`config.mk`:
```
export PLATFORM = sky130hd
export DESIGN_NAME = cra_device_flat
export DESIGN_NICKNAME = d
export VERILOG_FILES = /design/src/pkg/cra_pkg.sv /design/src/pkg/cra_if.sv /design/src/verilog/cra_device.sv /design/src/flat_wrapper.sv
export VERILOG_INCLUDE_DIRS = /design/src /design/src/pkg
export SDC_FILE = /design/constraint.sdc
export NUM_CORES = 2
export LEC_CHECK = 0
export BUFFER_PORTS_ARGS = -buffer_cell sky130_fd_sc_hd__clkbuf_2
export CORE_MARGIN = 4
export CORE_UTILIZATION = 40
export DETAILED_ROUTE_END_ITERATION = 7
export SETUP_SLACK_MARGIN = 0.02
export SLEW_MARGIN = 10
export SYNTH_ARGS = -nofsm -noshare
export SYNTH_HDL_FRONTEND = slang
export SYNTH_SLANG_ARGS = --single-unit
```
`constraint.sdc`:
```
create_clock -name clk -period 8.5 [get_ports clk]
set_input_delay 1.7 -clock clk [delete_from_list [all_inputs] [get_ports clk]]
set_output_delay 1.7 -clock clk [all_outputs]
set_load 0.02 [all_outputs]
```
`src/pkg/cra_consts.svh`:
```
// Constants of the configuration register access protocol.
// Operation
// - Status resource id is register shifted plus 0x0C.
// - Status read and write move whole words.
// - Tile destination is tile id plus C20C.
// - Node destination is node id plus C30C.
// - Peripheral destination is node, peripheral, 02.
// - Word write: 192, reply id, reg16, data32, 1.
// - Word read: 193, reply id, reg16, 1.
// - Write reply is 3,1 or 4,1.
// - Word read reply is 3,data32,1 or 4,1.
// - Peripheral write: 36, id, reg8, size, bytes, 1.
// - Peripheral read: 37, id, reg8, size, 1.
// - Peripheral read reply is 3,bytes,1 or 4,1.
`ifndef CRA_CONSTS_SVH
`define CRA_CONSTS_SVH
`define CRA_TOK_WR 8'hC0
`define CRA_TOK_RD 8'hC1
`define CRA_TOK_PWR 8'h24
`define CRA_TOK_PRD 8'h25
`define CRA_TOK_END 8'h01
`define CRA_TOK_OK 8'h03
`define CRA_TOK_FAIL 8'h04
`define CRA_SFX_TILE 16'hC20C
`define CRA_SFX_NODE 16'hC30C
`define CRA_SFX_PER 8'h02
`define CRA_PS_TYPE 8'h0C
`define CRA_PS_SHIFT 8
`define CRA_WORDS 16
`define CRA_PBYTES 64
`define CRA_PMAX 8'h04
`endif

```
`src/pkg/cra_pkg.sv`:
```
// Types shared by both ends of the register access protocol.
`include "cra_consts.svh"
package cra_pkg;
  typedef enum logic [2:0] {
    CRA_TILE_WR,
    CRA_TILE_RD,
    CRA_NODE_WR,
    CRA_NODE_RD,
    CRA_PER_WR,
    CRA_PER_RD
  } cra_kind_t;

  typedef enum {
    CRA_HDR,
    CRA_RID,
    CRA_REG,
    CRA_SIZE,
    CRA_DATA,
    CRA_END,
    CRA_DRAIN,
    CRA_RESP
  } cra_dev_state_t;

  typedef enum {
    CRA_R_IDLE,
    CRA_R_SEND,
    CRA_R_WAIT
  } cra_req_state_t;

  // Builds the processor-status resource id from a register number.
  function automatic logic [31:0] cra_ps_rsrc(input logic [23:0] regn);
    cra_ps_rsrc = {regn, `CRA_PS_TYPE};
  endfunction
endpackage

```
`src/pkg/cra_if.sv`:
```
// Token link between a requesting channel-end and the register interpreter.
`timescale 1ns/1ps
interface cra_if;
  logic req_valid;
  logic req_ready;
  logic req_ctrl;
  logic [7:0] req_data;
  logic [31:0] req_dest;
  logic rsp_valid;
  logic rsp_ready;
  logic rsp_ctrl;
  logic [7:0] rsp_data;
  logic [23:0] rsp_dest;
  modport device(
    input req_valid, req_ctrl, req_data, req_dest, rsp_ready,
    output req_ready, rsp_valid, rsp_ctrl, rsp_data, rsp_dest
  );
  modport requester(
    output req_valid, req_ctrl, req_data, req_dest, rsp_ready,
    input req_ready, rsp_valid, rsp_ctrl, rsp_data, rsp_dest
  );
endinterface

```
`src/verilog/cra_device.sv`:
```
// Configuration register interpreter: parses request messages and replies.
`timescale 1ns/1ps
`include "cra_consts.svh"
module cra_device #(
  parameter int WORDS = `CRA_WORDS,
  parameter int PBYTES = `CRA_PBYTES,
  parameter logic [15:0] TILE_ID = 16'h0001,
  parameter logic [15:0] NODE_ID = 16'h0002
) (
  input wire logic clk,
  input wire logic reset,
  cra_if.device link,
  input wire logic ps_valid,
  input wire logic ps_write,
  input wire logic [31:0] ps_rsrc,
  input wire logic [31:0] ps_wdata,
  output logic ps_done,
  output logic ps_ok,
  output logic [31:0] ps_rdata
);
  localparam int AW = $clog2(WORDS);
  localparam int PW = $clog2(PBYTES);

  cra_pkg::cra_dev_state_t state_reg;
  logic ready_reg;
  logic wr_reg;
  logic per_reg;
  logic node_reg;
  logic bad_reg;
  logic mute_reg;
  logic [23:0] rid_reg;
  logic [15:0] regn_reg;
  logic [7:0] size_reg;
  logic [7:0] cnt_reg;
  logic [31:0] wdata_reg;
  logic [31:0] rdata_reg;
  logic [8:0] idx_reg;
  logic rsp_valid_reg;
  logic rsp_ctrl_reg;
  logic [7:0] rsp_data_reg;
  logic [23:0] rsp_dest_reg;
  logic [31:0] word_mem [3][WORDS];
  logic [7:0] byte_mem [PBYTES];

  logic take;
  logic is_end;
  logic known_hdr;
  logic commit;
  logic rsp_fin;
  logic rsp_slot;
  logic ps_hit;
  logic [15:0] regn_full;
  logic [8:0] rsp_len;
  logic [PW-1:0] rd_addr;

  // A register number outside the word banks makes the request fail.
  function automatic logic word_ok(input logic [15:0] n);
    word_ok = {16'h0000, n} < 32'(WORDS);
  endfunction

  // The destination must carry this interpreter's id and bank suffix.
  function automatic logic dest_ok(input logic per, input logic [31:0] d);
    if (per) begin
      dest_ok = d[31:16] == NODE_ID && d[7:0] == `CRA_SFX_PER;
    end else begin
      dest_ok = d == {TILE_ID, `CRA_SFX_TILE} || d == {NODE_ID, `CRA_SFX_NODE};
    end
  endfunction

  assign link.req_ready = ready_reg;
  assign link.rsp_valid = rsp_valid_reg;
  assign link.rsp_ctrl = rsp_ctrl_reg;
  assign link.rsp_data = rsp_data_reg;
  assign link.rsp_dest = rsp_dest_reg;

  assign take = link.req_valid && ready_reg;
  assign is_end = link.req_ctrl && link.req_data == `CRA_TOK_END;
  assign known_hdr = link.req_data == `CRA_TOK_WR || link.req_data == `CRA_TOK_RD ||
                     link.req_data == `CRA_TOK_PWR || link.req_data == `CRA_TOK_PRD;
  assign regn_full = per_reg ? {8'h00, link.req_data} : {regn_reg[7:0], link.req_data};
  assign commit = take && state_reg == cra_pkg::CRA_END && is_end && !bad_reg;
  assign rsp_slot = !rsp_valid_reg || link.rsp_ready;
  // Reply length counts the status token and the data tokens after it.
  assign rsp_len = (!bad_reg && !wr_reg) ?
                   ((per_reg ? {1'b0, size_reg} : 9'h004) + 9'h001) : 9'h001;
  assign rsp_fin = state_reg == cra_pkg::CRA_RESP && rsp_valid_reg && link.rsp_ready &&
                   idx_reg == rsp_len + 9'h001;
  assign rd_addr = regn_reg[PW-1:0] + PW'(idx_reg - 9'h001);
  assign ps_hit = ps_rsrc[7:0] == `CRA_PS_TYPE &&
                  {8'h00, ps_rsrc[31:`CRA_PS_SHIFT]} < 32'(WORDS);

  // Request parsing. Ready stays low for the whole reply, so a new request
  // cannot start until the previous one has been answered.
  always_ff @(posedge clk) begin
    if (reset) begin
      state_reg <= cra_pkg::CRA_HDR;
      ready_reg <= 1'b1;
      wr_reg <= 1'b0;
      per_reg <= 1'b0;
      node_reg <= 1'b0;
      bad_reg <= 1'b0;
      mute_reg <= 1'b0;
      rid_reg <= 24'h000000;
      regn_reg <= 16'h0000;
      size_reg <= 8'h00;
      cnt_reg <= 8'h00;
      wdata_reg <= 32'h00000000;
    end else if (take && link.req_ctrl && state_reg != cra_pkg::CRA_HDR &&
                 state_reg != cra_pkg::CRA_END && state_reg != cra_pkg::CRA_DRAIN) begin
      // A control token where payload belongs breaks the message.
      bad_reg <= 1'b1;
      state_reg <= is_end ? cra_pkg::CRA_RESP : cra_pkg::CRA_DRAIN;
      ready_reg <= !is_end;
    end else begin
      case (state_reg)
        cra_pkg::CRA_HDR: begin
          if (take && link.req_ctrl && !is_end) begin
            bad_reg <= 1'b0;
            cnt_reg <= 8'h02;
            wr_reg <= link.req_data == `CRA_TOK_WR || link.req_data == `CRA_TOK_PWR;
            per_reg <= link.req_data == `CRA_TOK_PWR || link.req_data == `CRA_TOK_PRD;
            node_reg <= link.req_dest[15:0] == `CRA_SFX_NODE;
            if (known_hdr) begin
              mute_reg <= 1'b0;
              bad_reg <= !dest_ok(link.req_data == `CRA_TOK_PWR ||
                                  link.req_data == `CRA_TOK_PRD, link.req_dest);
              state_reg <= cra_pkg::CRA_RID;
            end else begin
              // With no reply id yet, an unknown message is dropped silently.
              mute_reg <= 1'b1;
              state_reg <= cra_pkg::CRA_DRAIN;
            end
          end
        end
        cra_pkg::CRA_RID: begin
          if (take) begin
            rid_reg <= {rid_reg[15:0], link.req_data};
            cnt_reg <= per_reg ? 8'h00 : 8'h01;
            if (cnt_reg == 8'h00) begin
              state_reg <= cra_pkg::CRA_REG;
            end else begin
              cnt_reg <= cnt_reg - 8'h01;
            end
          end
        end
        cra_pkg::CRA_REG: begin
          if (take) begin
            regn_reg <= regn_full;
            if (cnt_reg != 8'h00) begin
              cnt_reg <= cnt_reg - 8'h01;
            end else if (per_reg) begin
              state_reg <= cra_pkg::CRA_SIZE;
            end else begin
              bad_reg <= bad_reg || !word_ok(regn_full);
              cnt_reg <= 8'h03;
              state_reg <= wr_reg ? cra_pkg::CRA_DATA : cra_pkg::CRA_END;
            end
          end
        end
        cra_pkg::CRA_SIZE: begin
          if (take) begin
            size_reg <= link.req_data;
            cnt_reg <= link.req_data - 8'h01;
            if (({8'h00, regn_reg[7:0]} + {8'h00, link.req_data}) > 16'(PBYTES)) begin
              bad_reg <= 1'b1;
            end
            if (wr_reg && link.req_data != 8'h00) begin
              state_reg <= cra_pkg::CRA_DATA;
            end else begin
              state_reg <= cra_pkg::CRA_END;
            end
          end
        end
        cra_pkg::CRA_DATA: begin
          if (take) begin
            wdata_reg <= {wdata_reg[23:0], link.req_data};
            if (per_reg) begin
              regn_reg <= regn_reg + 16'h0001;
            end
            if (cnt_reg == 8'h00) begin
              state_reg <= cra_pkg::CRA_END;
            end else begin
              cnt_reg <= cnt_reg - 8'h01;
            end
          end
        end
        cra_pkg::CRA_END: begin
          if (take && is_end) begin
            state_reg <= cra_pkg::CRA_RESP;
            ready_reg <= 1'b0;
          end else if (take) begin
            bad_reg <= 1'b1;
            state_reg <= cra_pkg::CRA_DRAIN;
          end
        end
        cra_pkg::CRA_DRAIN: begin
          if (take && is_end) begin
            state_reg <= mute_reg ? cra_pkg::CRA_HDR : cra_pkg::CRA_RESP;
            ready_reg <= mute_reg;
          end
        end
        cra_pkg::CRA_RESP: begin
          if (rsp_fin) begin
            state_reg <= cra_pkg::CRA_HDR;
            ready_reg <= 1'b1;
          end
        end
        default: begin
          state_reg <= cra_pkg::CRA_HDR;
          ready_reg <= 1'b1;
        end
      endcase
    end
  end

  // Register banks: tile, node and processor status words, then peripheral
  // bytes. Peripheral bytes land as they arrive, so a message that breaks
  // after its data has already changed them.
  always_ff @(posedge clk) begin
    if (commit && wr_reg && !per_reg) begin
      word_mem[{1'b0, node_reg}][regn_reg[AW-1:0]] <= wdata_reg;
    end
    if (ps_valid && ps_write && ps_hit) begin
      word_mem[2'h2][ps_rsrc[`CRA_PS_SHIFT +: AW]] <= ps_wdata;
    end
    if (take && state_reg == cra_pkg::CRA_DATA && !link.req_ctrl && per_reg && !bad_reg) begin
      byte_mem[regn_reg[PW-1:0]] <= link.req_data;
    end
  end

  // Reply emission. Tokens go out one at a time; the next is loaded only
  // when the slot is empty or the current one is being taken.
  always_ff @(posedge clk) begin
    if (reset) begin
      rsp_valid_reg <= 1'b0;
      rsp_ctrl_reg <= 1'b0;
      rsp_data_reg <= 8'h00;
      rsp_dest_reg <= 24'h000000;
      rdata_reg <= 32'h00000000;
      idx_reg <= 9'h000;
    end else begin
      if (commit && !wr_reg && !per_reg) begin
        rdata_reg <= word_mem[{1'b0, node_reg}][regn_reg[AW-1:0]];
      end
      if (rsp_fin) begin
        rsp_valid_reg <= 1'b0;
        idx_reg <= 9'h000;
      end else if (state_reg == cra_pkg::CRA_RESP && rsp_slot &&
                   idx_reg <= rsp_len) begin
        rsp_valid_reg <= 1'b1;
        rsp_dest_reg <= rid_reg;
        idx_reg <= idx_reg + 9'h001;
        if (idx_reg == 9'h000) begin
          rsp_ctrl_reg <= 1'b1;
          rsp_data_reg <= bad_reg ? `CRA_TOK_FAIL : `CRA_TOK_OK;
        end else if (idx_reg == rsp_len) begin
          rsp_ctrl_reg <= 1'b1;
          rsp_data_reg <= `CRA_TOK_END;
        end else if (per_reg) begin
          rsp_ctrl_reg <= 1'b0;
          rsp_data_reg <= byte_mem[rd_addr];
        end else begin
          rsp_ctrl_reg <= 1'b0;
          rsp_data_reg <= rdata_reg[31:24];
          rdata_reg <= {rdata_reg[23:0], 8'h00};
        end
      end
    end
  end

  // Processor-status port: one whole word per access, answered next cycle.
  always_ff @(posedge clk) begin
    if (reset) begin
      ps_done <= 1'b0;
      ps_ok <= 1'b0;
      ps_rdata <= 32'h00000000;
    end else begin
      ps_done <= ps_valid;
      ps_ok <= ps_valid && ps_hit;
      if (ps_valid && ps_hit && !ps_write) begin
        ps_rdata <= word_mem[2'h2][ps_rsrc[`CRA_PS_SHIFT +: AW]];
      end
    end
  end
endmodule // cra_device

```
`src/flat_wrapper.sv`:
```
// flat-port wrapper written by rule: the top's interface ports become plain ports
module cra_device_flat 
#(
  parameter int WORDS = `CRA_WORDS,
  parameter int PBYTES = `CRA_PBYTES,
  parameter logic [15:0] TILE_ID = 16'h0001,
  parameter logic [15:0] NODE_ID = 16'h0002
)
  (clk, reset, ps_valid, ps_write, ps_rsrc, ps_wdata, ps_done, ps_ok, ps_rdata, link_req_valid, link_req_ctrl, link_req_data, link_req_dest, link_rsp_ready, link_req_ready, link_rsp_valid, link_rsp_ctrl, link_rsp_data, link_rsp_dest);
  cra_if link_i ();
  input wire logic clk;
  input wire logic reset;
  input wire logic ps_valid;
  input wire logic ps_write;
  input wire logic [31:0] ps_rsrc;
  input wire logic [31:0] ps_wdata;
  output logic ps_done;
  output logic ps_ok;
  output logic [31:0] ps_rdata;
  input wire logic [$bits(link_i.req_valid)-1:0] link_req_valid;
  input wire logic [$bits(link_i.req_ctrl)-1:0] link_req_ctrl;
  input wire logic [$bits(link_i.req_data)-1:0] link_req_data;
  input wire logic [$bits(link_i.req_dest)-1:0] link_req_dest;
  input wire logic [$bits(link_i.rsp_ready)-1:0] link_rsp_ready;
  output wire logic [$bits(link_i.req_ready)-1:0] link_req_ready;
  output wire logic [$bits(link_i.rsp_valid)-1:0] link_rsp_valid;
  output wire logic [$bits(link_i.rsp_ctrl)-1:0] link_rsp_ctrl;
  output wire logic [$bits(link_i.rsp_data)-1:0] link_rsp_data;
  output wire logic [$bits(link_i.rsp_dest)-1:0] link_rsp_dest;
  assign link_i.req_valid = link_req_valid;
  assign link_i.req_ctrl = link_req_ctrl;
  assign link_i.req_data = link_req_data;
  assign link_i.req_dest = link_req_dest;
  assign link_i.rsp_ready = link_rsp_ready;
  assign link_req_ready = link_i.req_ready;
  assign link_rsp_valid = link_i.rsp_valid;
  assign link_rsp_ctrl = link_i.rsp_ctrl;
  assign link_rsp_data = link_i.rsp_data;
  assign link_rsp_dest = link_i.rsp_dest;
  cra_device #(.WORDS(WORDS), .PBYTES(PBYTES), .TILE_ID(TILE_ID), .NODE_ID(NODE_ID)) u_core (.clk(clk), .reset(reset), .link(link_i), .ps_valid(ps_valid), .ps_write(ps_write), .ps_rsrc(ps_rsrc), .ps_wdata(ps_wdata), .ps_done(ps_done), .ps_ok(ps_ok), .ps_rdata(ps_rdata));
endmodule
```
# Word level (Yosys, flattened, before mapping)
# Memories as Yosys holds them, arrays and structs flattened. A register that Yosys moved wholly into a read port is not among the register bits.
# Cells that the tools add are included.
word_totals:
  reg_bits: 235
  mem_bits_rw: 2048
  inputBits: 111
  word_cells: 257
  n_memories: 2
op_classes:
  n_addsub: 9
  order_cmp: 8
  n_eq_ne: 50
  n_mux: 91
  bitwise_logic: 4
  n_reduce_logical: 72
mem_list:
  columns: ["memory", "words", "word_bits", "rd", "rd_ports_with_merged_regs", "wr", "line_no", "source"]
  rows:
  - ["u_core.word_mem", 3, 512, 2, 1, 2, "cra_device.sv:42", "logic [31:0] word_mem [3][WORDS];"]
  - ["u_core.byte_mem", 64, 8, 1, 0, 1, "cra_device.sv:43", "logic [7:0] byte_mem [PBYTES];"]
ops:
  columns: ["op", "n"]
  rows:
  - ["two-way mux 512 bit", 2]
  - ["two-way mux 32 bit", 26]
  - ["binary-select mux 32 bit (select 4 bit)", 2]
  - ["demux 32 bit (select 4 bit)", 2]
  - ["one-hot mux 32 bit (8 select lines)", 1]
  - ["== test 32 x 3 -> 1 bit (second input constant)", 4]
  - ["two-way mux 8 bit", 13]
  - ["== test 32 x 4 -> 1 bit (second input constant)", 3]
  - ["== test 32 x 2 -> 1 bit (second input constant)", 2]
  - ["two-way mux 16 bit", 4]
  - ["!= test 32 x 4 -> 1 bit (second input constant)", 2]
  - ["one-hot mux 8 bit (5 select lines)", 1]
  - ["!= test 3 x 1 -> 1 bit (second input constant)", 12]
  - ["logical AND 1 bit", 34]
  - ["== test 32 x 1 -> 1 bit (second input constant)", 1]
  - ["== test 32 x 17 -> 1 bit (second input constant)", 1]
  - ["== test 32 x 18 -> 1 bit (second input constant)", 1]
  - ["logical NOT 32 bit", 1]
  - ["one-hot mux 16 bit (2 select lines)", 1]
  - ["nonzero test 32 bit", 1]
  - ["two-way mux 1 bit", 31]
  - ["adder 9 x 1 -> 9 bit (second input constant)", 3]
  - ["less-than comparator 24 x 5 -> 1 bit (second input constant)", 1]
  - ["== test 9 bit", 2]
  - ["other kinds (43)", 83]

# Depth between registers and ports, before layout
logic_depth:
  word_depth: 14
  ltp_mapped: 20

# Least setup slack after synthesis
# No wires, ideal clock.
synth_timing:
  kind: "input to register"
  startpoint: "input ps_rsrc[10]"
  endpoint: "memory u_core.word_mem[2][100] (netlist name), enable pin"
  arrival_time_ns: 5.025
  required_ns: 8.039
  slack_ns: 3.014
  cell_stages: 4
  path_buffers: 2
  path_cell_list: "clkbuf_1 -> clkbuf_1 -> nand4_1 -> nor3_1"
synth_lines:
  columns: ["element", "line_no", "source"]
  rows:
  - ["from (decl)", "flat_wrapper.sv:15", "input wire logic [31:0] ps_rsrc;"]
  - ["to (decl)", "cra_device.sv:42", null]

==> run summary <==
The flow ran to the end, and the final reports show no timing, DRC or antenna violations. The number of nets still failing antenna checks after routing is 0. For the worst flop-to-flop path, the logic depth is 18. The share of total power consumed by net switching is 22.8%, and the starting density of the core is 40.3%.

Post-CTS repair changed the size of 0 cells. The wire-length estimate of the detail-placed layout is 131 mm. In the final layout, the multi-input gates occupy 21,600 sq um. The worst vdd rail ir drop came out at 248 uV.

For the final worst setup slack, the log shows 2.68 ns. The top cell types in the final layout, fill and taps aside, are edfxtp_1 (2,048), mux4_2 (503), nand2_1 (308). The initial antenna violation count was 13. The net load switching power was 5.39 mW.

After detailed placement, the total cell area comes to 92,600 sq um. The maximum net fanout on the critical path was 32; the sequential element share of the synthesized area was 74.5%. Synthesis inferred 2,247 register bits.

The signal on the critical path passes through buf_2 -> nor2_1 -> nand4_1 -> nor2_1 -> nand4_1 -> nor3b_1 -> nand2_1 -> nor2_4. Entering global routing, the biggest net connects 102 pins. Once layout is complete, the cells apart from fillers number 7,971. The net count after synthesis was 4,820; the worst-skew pair later-pin latency was 0.88 ns. Clock-pin slew was measured on the worst setup and hold paths at 0.06 ns. The number of synthesized flops with an enable pin was 2,048. The worst register-to-register path ends at u_core.rdata_reg[2]. The cell family contributing the most delay on the critical path is simple AND/OR/NAND/NOR gates.

Among all flip-flop cells after synthesis, the most frequent one is edfxtp_1. Counting I/O delays and the setup requirement, the final critical path takes 5.82 ns. In this run the cell area of the synthesized design comes to 87,900 sq um. The final weighted congestion in routability-driven placement came out at 0.844. The tools report the row count as 171. The H-tree was split into 4 levels. The floorplan step set the die width to 477 microns.

Across every metal layer, demand over resource in global routing totals 19.3%. The hold-critical path endpoint is u_core.wdata_reg[28]. Dividing total power by cell area gives a power density of 236 nW/um^2. The run gives 4,668 as the gate count of the mapped netlist.

The logs give 227,000 sq um for the die area and 7.3% for the combinational share of power. After Yosys synthesis, full adders, half adders and majority gates account for 0.601% of the synthesized area. At the end of the flow, the number of nets in the layout was 5,059. The synthesized netlist devotes 0.380% of its cell area to XOR and XNOR gates. The tools report the startpoint kind of the worst setup timing path as an input pin. Per report_power, the clock group accounts for 41.5% of the total. The largest individual stage delay along the critical path comes from the cell nor2_4. STA classifies the critical path endpoint as a register.

In this run the standard cell core region covers 218,000 sq um. Of all flip-flops after synthesis, the portion carrying an async set or reset was 0%. In this design, the stage delay of the slowest critical-path cell is 1.20 ns. Setup violations remaining at the end of the flow were counted as 0. The library cell used most frequently in the layout, excluding fill and tap cells, is edfxtp_1. Across the routed clock network, the largest skew measured is 0.0951 ns. From synthesis to final layout, the design area changed by 13.9%. Timing would allow up to 172 MHz. The synthesized netlist devotes 3.50% of its cell area to compound gates. Path category of the worst min-delay check: register to register. The tools report the number of filler instances in the final layout as 18,299. Setup total negative slack on the finished layout was measured at 0 ns.

STA puts the critical path data arrival time at 6.22 ns. For the number of distinct library cells after synthesis, the log shows 70. Across the whole layout, storage elements account for 65,500 sq um.

Buffers inserted during clock tree synthesis total 224. For the wire length of the first global-routing pass, the log shows 325 mm. The register with the most flip-flops in the layout has 1,536 of them. The detailed router finished its first iteration with 4,707 violations. Hold path startpoint: u_core.wdata_reg[20]. Of the available clock period, the critical path in the final layout requires 68.5%. TritonCTS built the clock tree.

The tools report the synthesis warning total as 0. Setup repair after global routing left no endpoint under its margin. The tool flagged a number of max-cap violations equal to 0. The library cell used as clock root buffer is clkbuf_16. Along the worst hold path, the cell count comes to 2.

The multiplexer share of the synthesized area is 15.5%. The leakage dissipation was 32.5 nW; the register share of total power was 51.2%. The run gives 45,985 as the via count of the first global-routing pass. Number of buffers and inverters on the critical path: 1. The count of port buffers added during placement was 179. Internal power contribution: 18.2 mW. The final global-route overflow total was 0; the number of placed I/O pins was 180. The endpoint required time on the critical path was 8.89 ns; the die height was 477 microns. The count of clock tree sinks was 2,247.

Of the cells placed in the final design, the portion with a size suffix greater than 1 is 24.1%. OpenSTA, run right after detailed placement, puts the worst setup slack at 1.90 ns. By area, the combinational part of the netlist is dominated by multiplexers. At the pin with the least slew margin, the transition time is 1.27 ns.

For the register-to-register path setup slack, the log shows 3.50 ns. The longest clock path from root to sink contains 3 buffers. The finished cells cover 100,000 sq um. In this run the critical register-to-register path is launched from u_core.per_reg.

The worst setup path is of the input pin to register kind. The final-report max-slew violation count was 0; the post-placement cell count was 7,533. The synthesized netlist devotes 4.03% of its cell area to simple gates. For the detailed-router iteration count before antenna repair, the log shows 6. The number of setup buffers added after CTS is 0. In this run, post-CTS hold repair placed 0 buffers. The total via count in the routed design is 45,541, and the routed via count divided by cell count is 5.71. The average instance in the mapped netlist occupies 18.8 sq um. The sum of routed wire length over all layers is 223 mm, and the worst slew margin relative to its limit is 15.1%.

For this run, design rule violations remaining after detail routing come to 0. For the hold violation count in the final report, the log shows 0. The routed length per instance works out to 28.0 microns.
==> cell usage after synthesis, types with 39 or more instances <==
| master | number | area [sq um] |
|---|---|---|
| a21oi_1 | 187 | 936 |
| buf_2 | 46 | 230 |
| clkbuf_1 | 180 | 676 |
| dfxtp_1 | 199 | 3980 |
| edfxtp_1 | 2048 | 61500 |
| ha_1 | 39 | 488 |
| inv_1 | 40 | 150 |
| mux2i_1 | 221 | 2210 |
| mux4_2 | 503 | 11300 |
| nand2_1 | 313 | 1170 |
| nor2_1 | 289 | 1080 |
| nor3_1 | 54 | 270 |
| o21ai_0 | 56 | 280 |
| o22ai_1 | 67 | 419 |
==> kinds of logic (layout without fill, tap and decap cells) <==
| kind of cell | Yosys count | in the layout |
|---|---|---|
| adders and majority gates | 41 | 41 |
| buffers and inverters | 313 | 754 |
| muxes | 731 | 731 |
| and+or+nand+nor | 814 | 814 |
| AOI/OAI and AO/OA | 487 | 487 |
| xor gates and xnor gates | 35 | 35 |
| DFF | 2247 | 2247 |
| other | 0 | 8 |
==> per-layer routing <==
layer,share of wire [%],vias up,GRT usage (%),wire [microns]
met5,0.022,-,0,49
met4,3.2,8,6.46,7160
met3,6.4,342,3.38,14300
met2,49,1623,31.8,110000
met1,41,24154,26.1,91200
li1,-,19414,-,-
==> power groups by stage <==
stage	Clock (mW)	Sequential [mW]	Combinational, mW
2_1_floorplan	0	12.3	1.15
3_3_place_gp	0	12.3	1.70
3_5_place_dp	0	12.3	1.71
4_1_cts	9.98	12.1	1.72
5_1_grt	10.5	12.1	1.83
6_report	9.81	12.1	1.71
==> metrics by stage <==
stage               hold slack [ns]  util [%]  power [mW]
finish                        0.453      45.9        23.6
detailed placement            0.447      42.5        14.1
global placement              0.444      42.5        14.0
global route                  0.474      45.9        24.4
CTS                           0.452      45.9        23.8
floorplan                     0.436         -        13.4
==> worst register-to-register path: cells and delay by family (launching register included) <==
| kind | cells | cell delay (ns) |
|---|---|---|
| and+or+nand+nor | 7 | 1.59 |
| buffers and inverters | 3 | 0.97 |
| AOI/OAI and AO/OA | 6 | 1.29 |
| adders and majority gates | 2 | 0.67 |
| DFF | 1 | 0.31 |
==> final cells by class <==
class,instances,share of cell area [%]
Inverter,42,0.159
Tap cell,2854,3.57
Antenna cell,8,0.0200
Multi-Input combinational cell,2108,21.6
Clock buffer,296,6.04
Sequential cell,2247,65.5
Timing Repair Buffer,284,1.80
Clock inverter,132,1.33
==> worst max path at each step <==
stage / from / to / slack (ns) / cells after the start
6_report: link_req_data[6] / u_core.word_mem[1][116] / 2.68 / 8
5_1_grt: link_req_data[6] / u_core.word_mem[1][116] / 2.56 / 8
4_1_cts: link_req_data[6] / u_core.word_mem[0][123] / 2.76 / 8
3_5_place_dp: link_req_data[6] / u_core.word_mem[0][123] / 1.90 / 8
3_3_place_gp: link_req_data[6] / u_core.word_mem[1][123] / 2.02 / 8
2_1_floorplan: ps_rsrc[10] / u_core.word_mem[2][100] / 3.01 / 4
Note: power is estimated with default switching activity, not from simulation.
